[config.mk]
export PLATFORM = sky130hd
export DESIGN_NAME = scg_clock_gen
export DESIGN_NICKNAME = d
export VERILOG_FILES = /design/src/scg_pkg.sv /design/src/scg_clock_gen.sv /design/src/scg_stab_counter.sv
export SDC_FILE = /design/constraint.sdc
export NUM_CORES = 1
export LEC_CHECK = 0
export BUFFER_PORTS_ARGS = -buffer_cell sky130_fd_sc_hd__buf_2
export CORE_MARGIN = 5
export CORE_UTILIZATION = 50
export CTS_BUF_LIST = sky130_fd_sc_hd__clkbuf_4 sky130_fd_sc_hd__clkbuf_8
export CTS_CLUSTER_DIAMETER = 100
export DETAILED_ROUTE_END_ITERATION = 7
export HOLD_SLACK_MARGIN = 0.15
export PLACE_DENSITY = 0.74
export SYNTH_ARGS = -nofsm -noshare
export SYNTH_HDL_FRONTEND = slang
export SYNTH_SLANG_ARGS = --single-unit
[constraint.sdc]
create_clock -name i_clk_sys -period 2.5 [get_ports i_clk_sys]
set_input_delay 0.375 -clock i_clk_sys [delete_from_list [all_inputs] [get_ports i_clk_sys]]
set_output_delay 0.375 -clock i_clk_sys [all_outputs]
set_load 0.02 [all_outputs]
[src/scg_pkg.sv]
`default_nettype none
package scg_pkg;
  localparam logic [19:0] ADDR_BOOT_OPT = 20'h000C2;
  localparam logic [19:0] ADDR_FREQ_SEL = 20'hF00A8;
  localparam logic [19:0] ADDR_SPEED_MODE = 20'hF00F3;
  localparam logic [19:0] ADDR_OSC_MODE = 20'hF00A0;
  localparam logic [19:0] ADDR_RUN_CTRL = 20'hF00A1;
  localparam logic [19:0] ADDR_STAB_SEL = 20'hF00A2;
  localparam logic [19:0] ADDR_STAB_STAT = 20'hF00A3;
  localparam logic [19:0] ADDR_CLK_SEL = 20'hF00A4;
  localparam int BIT_FAST_STOP = 0;
  localparam int BIT_XTAL_STOP = 7;
  localparam int BIT_ITMR_CLK = 4;
  localparam int BIT_SRC_SEL = 4;
  localparam int BIT_EXT_SEL = 7;
  localparam int BIT_OSC_SEL = 6;
  localparam int BIT_GAIN = 0;
  localparam logic [2:0] RST_FREQ_CODE = 3'h1;
  localparam logic [2:0] RST_STAB_SEL = 3'h7;
  localparam logic [2:0] FREQ_CODE_MIN = 3'h1;
  localparam logic [2:0] FREQ_CODE_MAX = 3'h5;
  localparam logic [2:0] STAB_SEL_MAX = 3'h7;
  localparam int STAB_EXP [8] = '{8, 9, 10, 11, 13, 15, 17, 18};
  localparam int FREQ_OLD_CYC = 3;
  localparam int FREQ_WAIT_CYC = 3;
  localparam int SRC_SWITCH_CYC = 4;
  localparam int CLK_PERIOD_PS = 8000;
  localparam int HOCO_SETTLE_NS = 27000;
  localparam int HOCO_SETTLE_CYC_I = (HOCO_SETTLE_NS * 1000 + CLK_PERIOD_PS - 1) / CLK_PERIOD_PS;
  localparam logic [11:0] HOCO_SETTLE_CYC = 12'(HOCO_SETTLE_CYC_I);

  typedef enum logic [1:0] {FS_IDLE, FS_OLD, FS_WAIT} scg_freq_state_t;
  typedef enum logic [1:0] {SS_IDLE, SS_WAIT, SS_COUNT} scg_src_state_t;

  typedef struct packed {
    logic [19:0] addr;
    logic wr;
    logic rd;
    logic [7:0] wdata;
  } scg_sfr_req_t;

  typedef struct packed {
    logic [2:0] freq_code;
    logic [2:0] freq_pend;
    scg_freq_state_t fstate;
    logic [1:0] fcnt;
    logic clk_hold;
    logic boot_loaded;
    logic rst_hold;
    logic [11:0] rst_cnt;
    logic ext_sel;
    logic osc_sel;
    logic gain_high;
    logic mode_locked;
    logic xtal_stop;
    logic fast_run;
    logic xtal_run;
    logic ext_en;
    logic pin_input;
    logic [2:0] stab_sel;
    logic after_stop;
    logic itmr_clk;
    logic slow_run;
    logic src_req;
    logic src_stat;
    scg_src_state_t sstate;
    logic [1:0] scnt;
    logic [7:0] rdata;
  } scg_state_t;

  typedef struct packed {
    logic [18:0] cnt;
    logic [7:0] stat;
    logic done;
  } scg_stab_t;

  function automatic logic freq_code_ok(input logic [2:0] code);
    return (code >= FREQ_CODE_MIN) && (code <= FREQ_CODE_MAX);
  endfunction : freq_code_ok
endpackage : scg_pkg
`default_nettype wire

[src/scg_clock_gen.sv]
`default_nettype none
module scg_clock_gen
(
  // Clock and reset
  input wire logic i_clk_sys,
  input wire logic i_rst_n,
  // Register access
  input wire scg_pkg::scg_sfr_req_t i_sfr,
  output logic [7:0] o_sfr_rdata,
  // Boot option and neighbours
  input wire logic [7:0] i_option_byte,
  input wire logic i_watchdog_run,
  input wire logic i_stop_exit,
  // Crystal side
  input wire logic i_crystal_tick,
  output logic o_crystal_run,
  output logic o_crystal_gain_high,
  output logic o_ext_clk_enable,
  output logic o_xpin_input_mode,
  // Internal oscillators
  output logic o_fast_osc_run,
  output logic [2:0] o_fast_osc_code,
  output logic o_slow_osc_run,
  // Main clock control
  output logic o_main_src_sel,
  output logic o_clk_hold,
  output logic o_cpu_reset_hold
);
  import scg_pkg::*;

  scg_state_t st_ff;
  scg_state_t nxt_st;
  logic [7:0] stab_status;
  logic stab_done;
  logic [2:0] stab_limit;
  logic xtal_ready;
  logic src_ready;
  logic wr_ok;
  logic [7:0] wd;
  logic [12:0] ast_cyc;

  // The CPU is held during reset processing, so writes then are dropped.
  assign wr_ok = i_sfr.wr && !st_ff.rst_hold;
  assign wd = i_sfr.wdata;

  // A full count after starting the crystal, the selected one after STOP.
  assign stab_limit = st_ff.after_stop ? st_ff.stab_sel : STAB_SEL_MAX;

  scg_stab_counter u_stab
  (
    .i_clk_sys(i_clk_sys),
    .i_rst_n(i_rst_n),
    .i_run(st_ff.xtal_run),
    .i_restart(i_stop_exit),
    .i_tick(i_crystal_tick),
    .i_limit(stab_limit),
    .o_status(stab_status),
    .o_done(stab_done)
  );

  // An external clock is usable as soon as its input is enabled.
  assign xtal_ready = st_ff.ext_en || (st_ff.xtal_run && stab_done);

  // The slow oscillator is never a candidate here.
  assign src_ready = st_ff.src_req ? xtal_ready : st_ff.fast_run;

  always_comb
  begin
    nxt_st = st_ff;

    if (st_ff.rst_hold)
    begin
      if (!st_ff.boot_loaded)
      begin
        nxt_st.freq_code = i_option_byte[2:0];
        nxt_st.freq_pend = i_option_byte[2:0];
        nxt_st.boot_loaded = 1'b1;
      end
      if (st_ff.rst_cnt == HOCO_SETTLE_CYC)
      begin
        nxt_st.rst_hold = 1'b0;
      end
      else
      begin
        nxt_st.rst_cnt = st_ff.rst_cnt + 12'h001;
      end
    end

    // Frequency select writes that arrive during a retune are dropped; the
    // clock is held only in FS_WAIT, and other registers still take writes.
    case (st_ff.fstate)
      FS_IDLE:
      begin
        if (wr_ok && (i_sfr.addr == ADDR_FREQ_SEL) && freq_code_ok(wd[2:0]))
        begin
          nxt_st.freq_pend = wd[2:0];
          nxt_st.fstate = FS_OLD;
          nxt_st.fcnt = 2'h0;
        end
      end
      FS_OLD:
      begin
        nxt_st.fcnt = st_ff.fcnt + 2'h1;
        if (st_ff.fcnt == 2'(FREQ_OLD_CYC - 1))
        begin
          nxt_st.freq_code = st_ff.freq_pend;
          nxt_st.clk_hold = 1'b1;
          nxt_st.fstate = FS_WAIT;
          nxt_st.fcnt = 2'h0;
        end
      end
      FS_WAIT:
      begin
        nxt_st.fcnt = st_ff.fcnt + 2'h1;
        if (st_ff.fcnt == 2'(FREQ_WAIT_CYC - 1))
        begin
          nxt_st.clk_hold = 1'b0;
          nxt_st.fstate = FS_IDLE;
          nxt_st.fcnt = 2'h0;
        end
      end
      default:
      begin
        nxt_st.fstate = FS_IDLE;
      end
    endcase

    if (wr_ok)
    begin
      if (i_sfr.addr == ADDR_OSC_MODE)
      begin
        if (!st_ff.mode_locked)
        begin
          nxt_st.ext_sel = wd[BIT_EXT_SEL];
          nxt_st.osc_sel = wd[BIT_OSC_SEL];
          nxt_st.gain_high = wd[BIT_GAIN];
          nxt_st.mode_locked = 1'b1;
        end
      end
      else if (i_sfr.addr == ADDR_RUN_CTRL)
      begin
        nxt_st.xtal_stop = wd[BIT_XTAL_STOP];
        nxt_st.fast_run = !wd[BIT_FAST_STOP];
      end
      else if (i_sfr.addr == ADDR_STAB_SEL)
      begin
        nxt_st.stab_sel = wd[2:0];
      end
      else if (i_sfr.addr == ADDR_SPEED_MODE)
      begin
        nxt_st.itmr_clk = wd[BIT_ITMR_CLK];
      end
      else if (i_sfr.addr == ADDR_CLK_SEL)
      begin
        nxt_st.src_req = wd[BIT_SRC_SEL];
      end
    end

    // Mode decode: 0,0 input port; 0,1 crystal; 1,1 external clock.
    nxt_st.xtal_run = nxt_st.osc_sel && !nxt_st.ext_sel && !nxt_st.xtal_stop;
    nxt_st.ext_en = nxt_st.osc_sel && nxt_st.ext_sel && !nxt_st.xtal_stop;
    nxt_st.pin_input = !nxt_st.osc_sel;

    if (i_stop_exit)
    begin
      nxt_st.after_stop = 1'b1;
    end
    else if (!st_ff.xtal_run)
    begin
      nxt_st.after_stop = 1'b0;
    end

    nxt_st.slow_run = i_watchdog_run || st_ff.itmr_clk;

    // The status bit only moves after the new source has been seen
    // running for a few cycles, so the clock tree never sees a runt.
    case (st_ff.sstate)
      SS_IDLE:
      begin
        if (st_ff.src_req != st_ff.src_stat)
        begin
          nxt_st.sstate = SS_WAIT;
        end
      end
      SS_WAIT:
      begin
        if (st_ff.src_req == st_ff.src_stat)
        begin
          nxt_st.sstate = SS_IDLE;
        end
        else if (src_ready)
        begin
          nxt_st.sstate = SS_COUNT;
          nxt_st.scnt = 2'h0;
        end
      end
      SS_COUNT:
      begin
        if (st_ff.src_req == st_ff.src_stat)
        begin
          nxt_st.sstate = SS_IDLE;
        end
        else if (!src_ready)
        begin
          nxt_st.sstate = SS_WAIT;
        end
        else if (st_ff.scnt == 2'(SRC_SWITCH_CYC - 1))
        begin
          nxt_st.src_stat = st_ff.src_req;
          nxt_st.sstate = SS_IDLE;
        end
        else
        begin
          nxt_st.scnt = st_ff.scnt + 2'h1;
        end
      end
      default:
      begin
        nxt_st.sstate = SS_IDLE;
      end
    endcase

    nxt_st.rdata = 8'h00;
    if (i_sfr.rd)
    begin
      if (i_sfr.addr == ADDR_BOOT_OPT)
      begin
        nxt_st.rdata = i_option_byte;
      end
      else if (i_sfr.addr == ADDR_FREQ_SEL)
      begin
        nxt_st.rdata = {5'h00, st_ff.freq_pend};
      end
      else if (i_sfr.addr == ADDR_OSC_MODE)
      begin
        nxt_st.rdata = {st_ff.ext_sel, st_ff.osc_sel, 5'h00, st_ff.gain_high};
      end
      else if (i_sfr.addr == ADDR_RUN_CTRL)
      begin
        nxt_st.rdata = {st_ff.xtal_stop, 6'h00, !st_ff.fast_run};
      end
      else if (i_sfr.addr == ADDR_STAB_SEL)
      begin
        nxt_st.rdata = {5'h00, st_ff.stab_sel};
      end
      else if (i_sfr.addr == ADDR_STAB_STAT)
      begin
        nxt_st.rdata = stab_status;
      end
      else if (i_sfr.addr == ADDR_SPEED_MODE)
      begin
        nxt_st.rdata = {3'h0, st_ff.itmr_clk, 4'h0};
      end
      else if (i_sfr.addr == ADDR_CLK_SEL)
      begin
        nxt_st.rdata = {2'h0, st_ff.src_stat, st_ff.src_req, 4'h0};
      end
    end
  end

  always_ff @(posedge i_clk_sys or negedge i_rst_n)
  begin
    if (!i_rst_n)
    begin
      st_ff <= '0;
      st_ff.freq_code <= RST_FREQ_CODE;
      st_ff.freq_pend <= RST_FREQ_CODE;
      st_ff.rst_hold <= 1'b1;
      st_ff.fast_run <= 1'b1;
      st_ff.xtal_stop <= 1'b1;
      st_ff.pin_input <= 1'b1;
      st_ff.stab_sel <= RST_STAB_SEL;
    end
    else
    begin
      st_ff <= nxt_st;
    end
  end

  assign o_sfr_rdata = st_ff.rdata;
  assign o_crystal_run = st_ff.xtal_run;
  assign o_crystal_gain_high = st_ff.gain_high;
  assign o_ext_clk_enable = st_ff.ext_en;
  assign o_xpin_input_mode = st_ff.pin_input;
  assign o_fast_osc_run = st_ff.fast_run;
  assign o_fast_osc_code = st_ff.freq_code;
  assign o_slow_osc_run = st_ff.slow_run;
  assign o_main_src_sel = st_ff.src_stat;
  assign o_clk_hold = st_ff.clk_hold;
  assign o_cpu_reset_hold = st_ff.rst_hold;

  always_ff @(posedge i_clk_sys or negedge i_rst_n)
  begin
    if (!i_rst_n)
    begin
      ast_cyc <= 13'h0000;
    end
    else if (ast_cyc != 13'h1FFF)
    begin
      ast_cyc <= ast_cyc + 13'h0001;
    end
  end
endmodule : scg_clock_gen
`default_nettype wire

[src/scg_stab_counter.sv]
`default_nettype none
module scg_stab_counter
(
  // Clock and reset
  input wire logic i_clk_sys,
  input wire logic i_rst_n,
  // Crystal activity
  input wire logic i_run,
  input wire logic i_restart,
  input wire logic i_tick,
  input wire logic [2:0] i_limit,
  // Status
  output logic [7:0] o_status,
  output logic o_done
);
  import scg_pkg::*;

  scg_stab_t st_ff;
  scg_stab_t nxt_st;
  logic [7:0] reach;
  logic [18:0] target;

  genvar gi;
  generate
    for (gi = 0; gi < 8; gi++)
    begin : g_tap
      assign reach[7 - gi] = st_ff.cnt >= (19'h00001 << STAB_EXP[gi]);
    end
  endgenerate

  assign target = 19'h00001 << STAB_EXP[i_limit];

  always_comb
  begin
    nxt_st = st_ff;
    // The count saturates at the selected wait so later taps stay clear.
    if (!i_run || i_restart)
    begin
      nxt_st.cnt = '0;
    end
    else if (i_tick && (st_ff.cnt < target))
    begin
      nxt_st.cnt = st_ff.cnt + 19'h00001;
    end
    nxt_st.stat = reach;
    nxt_st.done = reach[3'h7 - i_limit];
  end

  always_ff @(posedge i_clk_sys or negedge i_rst_n)
  begin
    if (!i_rst_n)
    begin
      st_ff <= '0;
    end
    else
    begin
      st_ff <= nxt_st;
    end
  end

  assign o_status = st_ff.stat;
  assign o_done = st_ff.done;
endmodule : scg_stab_counter
`default_nettype wire

==> flow_metrics.py, run 1 <==
metrics = {
    "cells_and_area": {
        "area_growth_pct": 20.37,
        "final_nets": 616,
        "register_area_mm2": 0.002063,
        "n_fill_cell": 748,
        "drive_gt1_share_pct": 31.00,
        "n_antenna_cell": 0,
        "multi_input_area_mm2": 0.002569,
    },
    "global_routing": {
        "grt_pass1_wl_um": 18860,
        "grt_use_total_pct": 20.28,
        "grt_pass1_vias": 4010,
        "grt-ovfl-total": 0,
        "grt_max_degree": 50,
        "grt_antenna_before_repair": 0,
    },
    "route": {
        "ant_nets": 0,
        "routed_via_density": 6.006,
        "num_vias": 4018,
        "drtIter0Drc": 204,
        "wl_per_cell_um": 16.73,
        "first_pass_iters": 5,
        "wl_um": 11190,
        "route.detailed.drc": 0,
    },
    "setup_path": {
        "crit_path_start_kind": "flop",
        "critPathKind": "flop to flop",
        "worst_setup_path_end_kind": "flop",
        "crit_fanout": 8,
        "r2r_slack_ps": -50,
        "critPathArrivalTime_ps": 2820,
        "required_ps": 2770,
    },
    "sta": {
        "finalWorstSetupSlack_ps": -52.30,
        "setup_tns_ps": -374.3,
        "drv_slew": 0,
        "slew_headroom_pct": 38.78,
        "worst_pin_slew_ps": 918.3,
        "setup_viol": 11,
        "min_period_ps": 2552,
        "fmax_ghz": 0.3918,
        "fin_crit_sh_pct": 102.1,
        "rsz0062_at_grt": "yes",
        "hold_violations": 0,
        "clock-skew-final_ps": 15.27,
    },
    "die": {
        "dieArea_mm2": 0.01134,
        "dieHeight_um": 106.5,
        "rows": 35,
        "core_area_mm2": 0.009153,
        "die-width_um": 106.5,
        "io_pins": 63,
        "floorplan.initialDensity_pct": 50.88,
    },
    "cts": {
        "clk_latency_ps": 360,
        "root_buffer": "clkbuf_8",
        "clock_path_buffers": 2,
        "htree_num_levels": 3,
        "clk_pin_slew_ps": 100,
        "tritoncts": "built",
        "cts_made_buffers": 9,
        "cts_sinks": 82,
    },
    "job": {
        "drv_cap": 0,
    },
    "synthesis": {
        "ys_seq_elements": 82,
        "syn_inst": 479,
        "synthArstFlopShare_pct": 100.0,
        "synth_warnings": 0,
        "synth.avg_cell_area_um2": 9.722,
        "synth_area_mm2": 0.004657,
        "synth-edff-count": 0,
        "ys.flop_type": "dfrtp_1",
        "ys_seq_area_share_pct": 44.30,
        "ys_types": 64,
    },
    "placement": {
        "pre_cts_ws_ps": -97.13,
        "io_buffers": 60,
        "gp_congestion": 0.8425,
        "dp_hpwl_um": 7739,
    },
    "power": {
        "p_leak_uw": 0.002522,
        "p_per_area_mw_per_mm2": 436.3,
        "ir_drop_mv": 0.2402,
    },
    "run_status": {
        "violations": "setup timing",
        "status": "complete, but fails checks",
    },
    "hold_path": {
        "hp-class": "input port to flop",
    },
}
## per-layer routing
layer / part of all wire [%] / wire (µm) / vias up / track usage, %
met5: 0 / 0 / - / 0
met4: 1.1 / 125 / 0 / 6.484
met3: 5.3 / 591 / 16 / 4.311
met2: 51 / 5721 / 113 / 34.98
met1: 42 / 4756 / 1979 / 25.43
li1: - / - / 1910 / -
## cell families (layout without fill, tap and decap cells)
family                     count (synthesis)  in the layout  synth area share [%]
and+or+nand+nor                          187            187                 22.51
buffers and inverters                     51            124                 5.266
adders and majority gates                 21             21                 5.588
muxes                                     23             23                 5.293
AOI/OAI and AO/OA                        102            105                 14.70
DFF                                       82             82                 44.30
xor gates and xnor gates                  12             12                 2.257
other                                      1              4               0.08052
## stage by stage
step	util, %	std cells	hold slack (ps)	power (µW)	instance area [µm²]
final	61.24	669	197.5	2445	5605
after global routing	61.24	669	189.9	2542	5605
after CTS	59.78	667	185.5	2455	5472
after detailed placement	56.56	646	356.0	1521	5176
after global placement	56.56	646	348.0	1516	5176
after floorplan	-	482	79.41	1428	4702
## registers in the layout, indices dropped and copies added (netlist names)
signal,count
o_fast_osc_code,3
u_stab.o_done,1
o_main_src_sel,1
u_stab.o_status,8
u_stab.st_ff,19
o_clk_hold,1
o_sfr_rdata,8
o_fast_osc_run,1
o_xpin_input_mode,1
st_ff,34
o_crystal_gain_high,1
o_cpu_reset_hold,1
o_slow_osc_run,1
o_ext_clk_enable,1
o_crystal_run,1
## timing repair
item                                    CTS  global route
endpoints found under the setup margin   16            18
gates resized for setup                  11            27
pin swaps                                 3            11
hold endpoints to repair                 32             0
cloned                                    3             0
buffers inserted                          1             2
hold buffers                              1             0
## cell usage after synthesis (all sizes together), types with 5 or more instances
cell    instances  area [µm²]
or4            16       120.1
dfstp           9       236.5
nor2           29       111.4
clkbuf         15       56.30
and2            5       31.28
buf            19       125.1
or2             5       31.28
nor3           13       65.06
xnor2           7       61.31
o21ai          15       75.07
nand4          20       125.1
mux2           13       146.4
xor2            5       43.79
nand2          32       120.1
dfrtp          73        1827
inv            17       63.81
o31ai          18       135.1
mux2i          10       100.1
nor2b          13       81.33
a21oi          30       150.1
ha             20       250.2
nand3          24       120.1
## final cells by class
class	count	share of cell area, %
multi-input cells	352	45.83
flip-flops and latches	82	36.81
repair buffers	91	10.49
well taps	111	2.478
clock buffers	9	2.210
inverters	17	1.138
clock inverters	7	1.049
## critical path: stages (launching register included)
cell	delay, ps
dfstp_2	620
nor2b_4	200
nand3_2	100
ha_2	180
a21o_1	180
a21o_4	240
a22o_4	280
or4_4	490
a21oi_2	160
## path summary, 6_finish.rpt
kind	start	end	depth (start not counted)
worst min register to register	st_ff[25]$_DFFE_PN0P_	st_ff[25]$_DFFE_PN0P_	1
worst max register to register	st_ff[18]$_DFFE_PN1P_	u_stab.st_ff[16]$_DFFE_PN0P_	8
min in group asynchronous	i_rst_n	st_ff[46]$_DFFE_PN0P_	2
worst max-delay path	st_ff[18]$_DFFE_PN1P_	u_stab.st_ff[16]$_DFFE_PN0P_	8
max in group asynchronous	i_rst_n	o_fast_osc_run$_DFFE_PN1P_	3
worst min-delay path	i_sfr[6]	o_xpin_input_mode$_DFF_PN1_	2
## layout by cell type (no fill, tap or decap), types with 4 or more instances in the layout
cell type,Yosys,final
nor3_1,13,12
mux2_2,13,13
inv_1,17,17
xnor2_1,7,7
a22o_4,1,4
xor2_1,5,5
a21oi_2,0,8
dfrtp_1,73,73
or2_2,4,4
a21oi_1,30,20
nand2b_1,4,4
nand2_1,32,30
nand4b_1,4,4
nand3_1,24,22
mux2i_1,10,10
conb_1,1,4
o31ai_1,18,18
clkbuf_8,0,9
nor2b_1,13,10
a32oi_1,4,4
nor2_1,28,28
inv_6,0,4
buf_2,4,59
dfstp_2,9,9
a22oi_1,4,4
buf_4,11,27
or4_4,0,8
nand4_1,20,20
or4_1,16,8
or3_1,4,4
ha_1,20,18
buf_12,0,4
o21ai_0,15,13
## power breakdown
group,total (µW),internal (µW),switching [µW]
sequential,1340,1330,4.33
clock,935,381,554
combinational,173,66.7,106
total,2450,1780,664
Note: power is estimated with default switching activity, not from simulation.
==> run 2: changes to the inputs <==
--- a/config.mk
+++ b/config.mk
@@ -6,6 +6,7 @@
 export NUM_CORES = 1
 export LEC_CHECK = 0
 export BUFFER_PORTS_ARGS = -buffer_cell sky130_fd_sc_hd__buf_2
+export CORE_ASPECT_RATIO = 0.75
 export CORE_MARGIN = 5
 export CORE_UTILIZATION = 50
 export CTS_BUF_LIST = sky130_fd_sc_hd__clkbuf_4 sky130_fd_sc_hd__clkbuf_8
==> flow_metrics.py, run 2 (synthesis gave the netlist of run 1 again) <==
metrics = {
    "sta": {
        "slew_headroom_pct": 47.11,
        "fmax_ghz": 0.3949,
        "setup_viol": 8,
        "hold_violations": 0,
        "worst_pin_slew_ps": 793.4,
        "min_period_ps": 2533,
        "rsz0062_at_grt": "yes",
        "fin_crit_sh_pct": 101.3,
        "clock-skew-final_ps": 13.56,
        "holdWs_ps": 201.0,
        "finalWorstSetupSlack_ps": -32.57,
        "drv_slew": 0,
    },
    "cells_and_area": {
        "utilization_pct": 61.56,
        "drive_gt1_share_pct": 29.11,
        "n_fill_cell": 801,
        "final_nets": 618,
        "area_growth_pct": 20.07,
        "layout_commonest_cell": "dfrtp_1",
        "top_register": "st_ff",
        "largest_registers": "st_ff (34), u_stab.st_ff (19)",
        "n_antenna_cell": 0,
        "largest_reg_flops": 34,
        "final_cell_mix": "dfrtp_1, buf_2, nand2_1, buf_4, nor2_1",
        "postLayoutCellArea_mm2": 0.005592,
    },
    "route": {
        "wl_per_cell_um": 16.87,
        "wl_um": 11610,
        "first_pass_iters": 5,
        "route.detailed.drc": 0,
        "ant_nets": 0,
        "drtIter0Drc": 400,
        "num_vias": 4048,
        "routed_via_density": 5.884,
    },
    "global_routing": {
        "grt_max_degree": 46,
        "grt_use_total_pct": 20.94,
        "grt_pass1_wl_um": 19150,
        "grt-ovfl-total": 0,
        "grt_antenna_before_repair": 0,
        "grt_pass1_vias": 3916,
    },
    "cts": {
        "htree_num_levels": 3,
        "tritoncts": "built",
        "root_buffer": "clkbuf_8",
        "clk_pin_slew_ps": 90,
        "cts_sinks": 82,
        "clock_path_buffers": 2,
        "clk_latency_ps": 360,
        "cts_made_buffers": 9,
    },
    "setup_path": {
        "crit_path_start_kind": "flop",
        "critPathKind": "flop to flop",
        "critPathArrivalTime_ps": 2800,
        "worst_setup_path_end_kind": "flop",
        "crit_fanout": 8,
        "required_ps": 2770,
    },
    "placement": {
        "place_area_mm2": 0.005167,
        "gp_congestion": 0.8543,
        "dp_hpwl_um": 7966,
        "io_buffers": 60,
    },
    "die": {
        "rows": 30,
        "dieHeight_um": 93.58,
        "core_area_mm2": 0.009084,
        "die-width_um": 121.4,
        "dieArea_mm2": 0.01136,
        "io_pins": 63,
        "floorplan.initialDensity_pct": 51.27,
    },
    "run_status": {
        "violations": "setup timing",
        "status": "complete, but fails checks",
    },
    "power": {
        "p_per_area_mw_per_mm2": 451.3,
        "p_leak_uw": 0.002522,
        "ir_drop_mv": 0.1951,
    },
    "job": {
        "drv_cap": 0,
    },
    "hold_path": {
        "hp-class": "input port to flop",
    },
}
run 2: changes by cell type in the layout (fill, tap and decap cells not counted), moves of 2 or more:
cell / change
a21oi_1: +5
or4_1: +5
or4_4: -5
a21oi_2: -3
buf_4: +3
inv_6: -3
a21oi_4: -2
a22o_4: -2
buf_12: -2
buf_6: +2
clkbuf_8: +2
nand3_2: -2
run 2: through the flow:
stage	power, µW	setup TNS (ps)	cells	worst slack [ps]
after global routing	2629	-1363	688	-117.6
after global placement	1516	0	659	0.8904
after floorplan	1428	0	482	13.20
after detailed placement	1520	-642.5	659	-114.1
final	2524	-152.7	688	-32.57
after CTS	2547	-35.07	681	-22.55
run 2: report_power, final:
group	internal, µW	switching [µW]
registers	1330	4.60
logic	63.2	102
clock network	520	500
total	1920	607
run 2: layer usage:
| layer | track usage [%] | routed length (µm) |
|---|---|---|
| met5 | 0 | 0 |
| met4 | 7.649 | 288 |
| met3 | 4.716 | 793 |
| met2 | 33.52 | 5398 |
| met1 | 27.90 | 5128 |
run 2: path summary, 6_finish.rpt:
| path | startpoint | end | slack (ps) | depth (start not counted) |
|---|---|---|---|---|
| min reg2reg | st_ff[42]$_DFFE_PN0P_ | st_ff[42]$_DFFE_PN0P_ | 460 | 1 |
| max reg2reg | st_ff[19]$_DFFE_PN1P_ | u_stab.st_ff[20]$_DFFE_PN0P_ | -30 | 9 |
| max in group asynchronous | i_rst_n | o_cpu_reset_hold$_DFF_PN1_ | 1290 | 3 |
| max | st_ff[19]$_DFFE_PN1P_ | u_stab.st_ff[20]$_DFFE_PN0P_ | -30 | 9 |
| min | i_watchdog_run | o_slow_osc_run$_DFF_PN0_ | 200 | 2 |
| min in group asynchronous | i_rst_n | st_ff[10]$_DFFE_PN0P_ | 520 | 2 |
run 2: what timing repair did:
item / in CTS / in global routing
resized for setup: 9 / 12
pin swaps: 12 / 8
hold buffers: 1 / 0
setup buffers: 3 / 7
endpoints found under the setup margin: 16 / 19
gates cloned: 2 / 0
hold endpoints to repair: 32 / 0
run 2: critical path, stage by stage (launching register included):
cell and delay, ps:
dfstp_2 610, buf_6 130, nor2_2 40, nand3_1 70, ha_1 230, o21a_1 180, o211a_4 250, a22o_4 270
or4_1 510, a21oi_1 140
run 2: cell type report:
cell class | count | area (µm²) | share of cell area, %
sequential | 82 | 2063 | 36.90
clock buffer | 11 | 151.4 | 2.708
inverter | 17 | 63.81 | 1.141
clock inverter | 5 | 60.06 | 1.074
tap | 128 | 160.2 | 2.864
multi-input combinational | 351 | 2500 | 44.71
timing repair buffer | 94 | 593.1 | 10.61
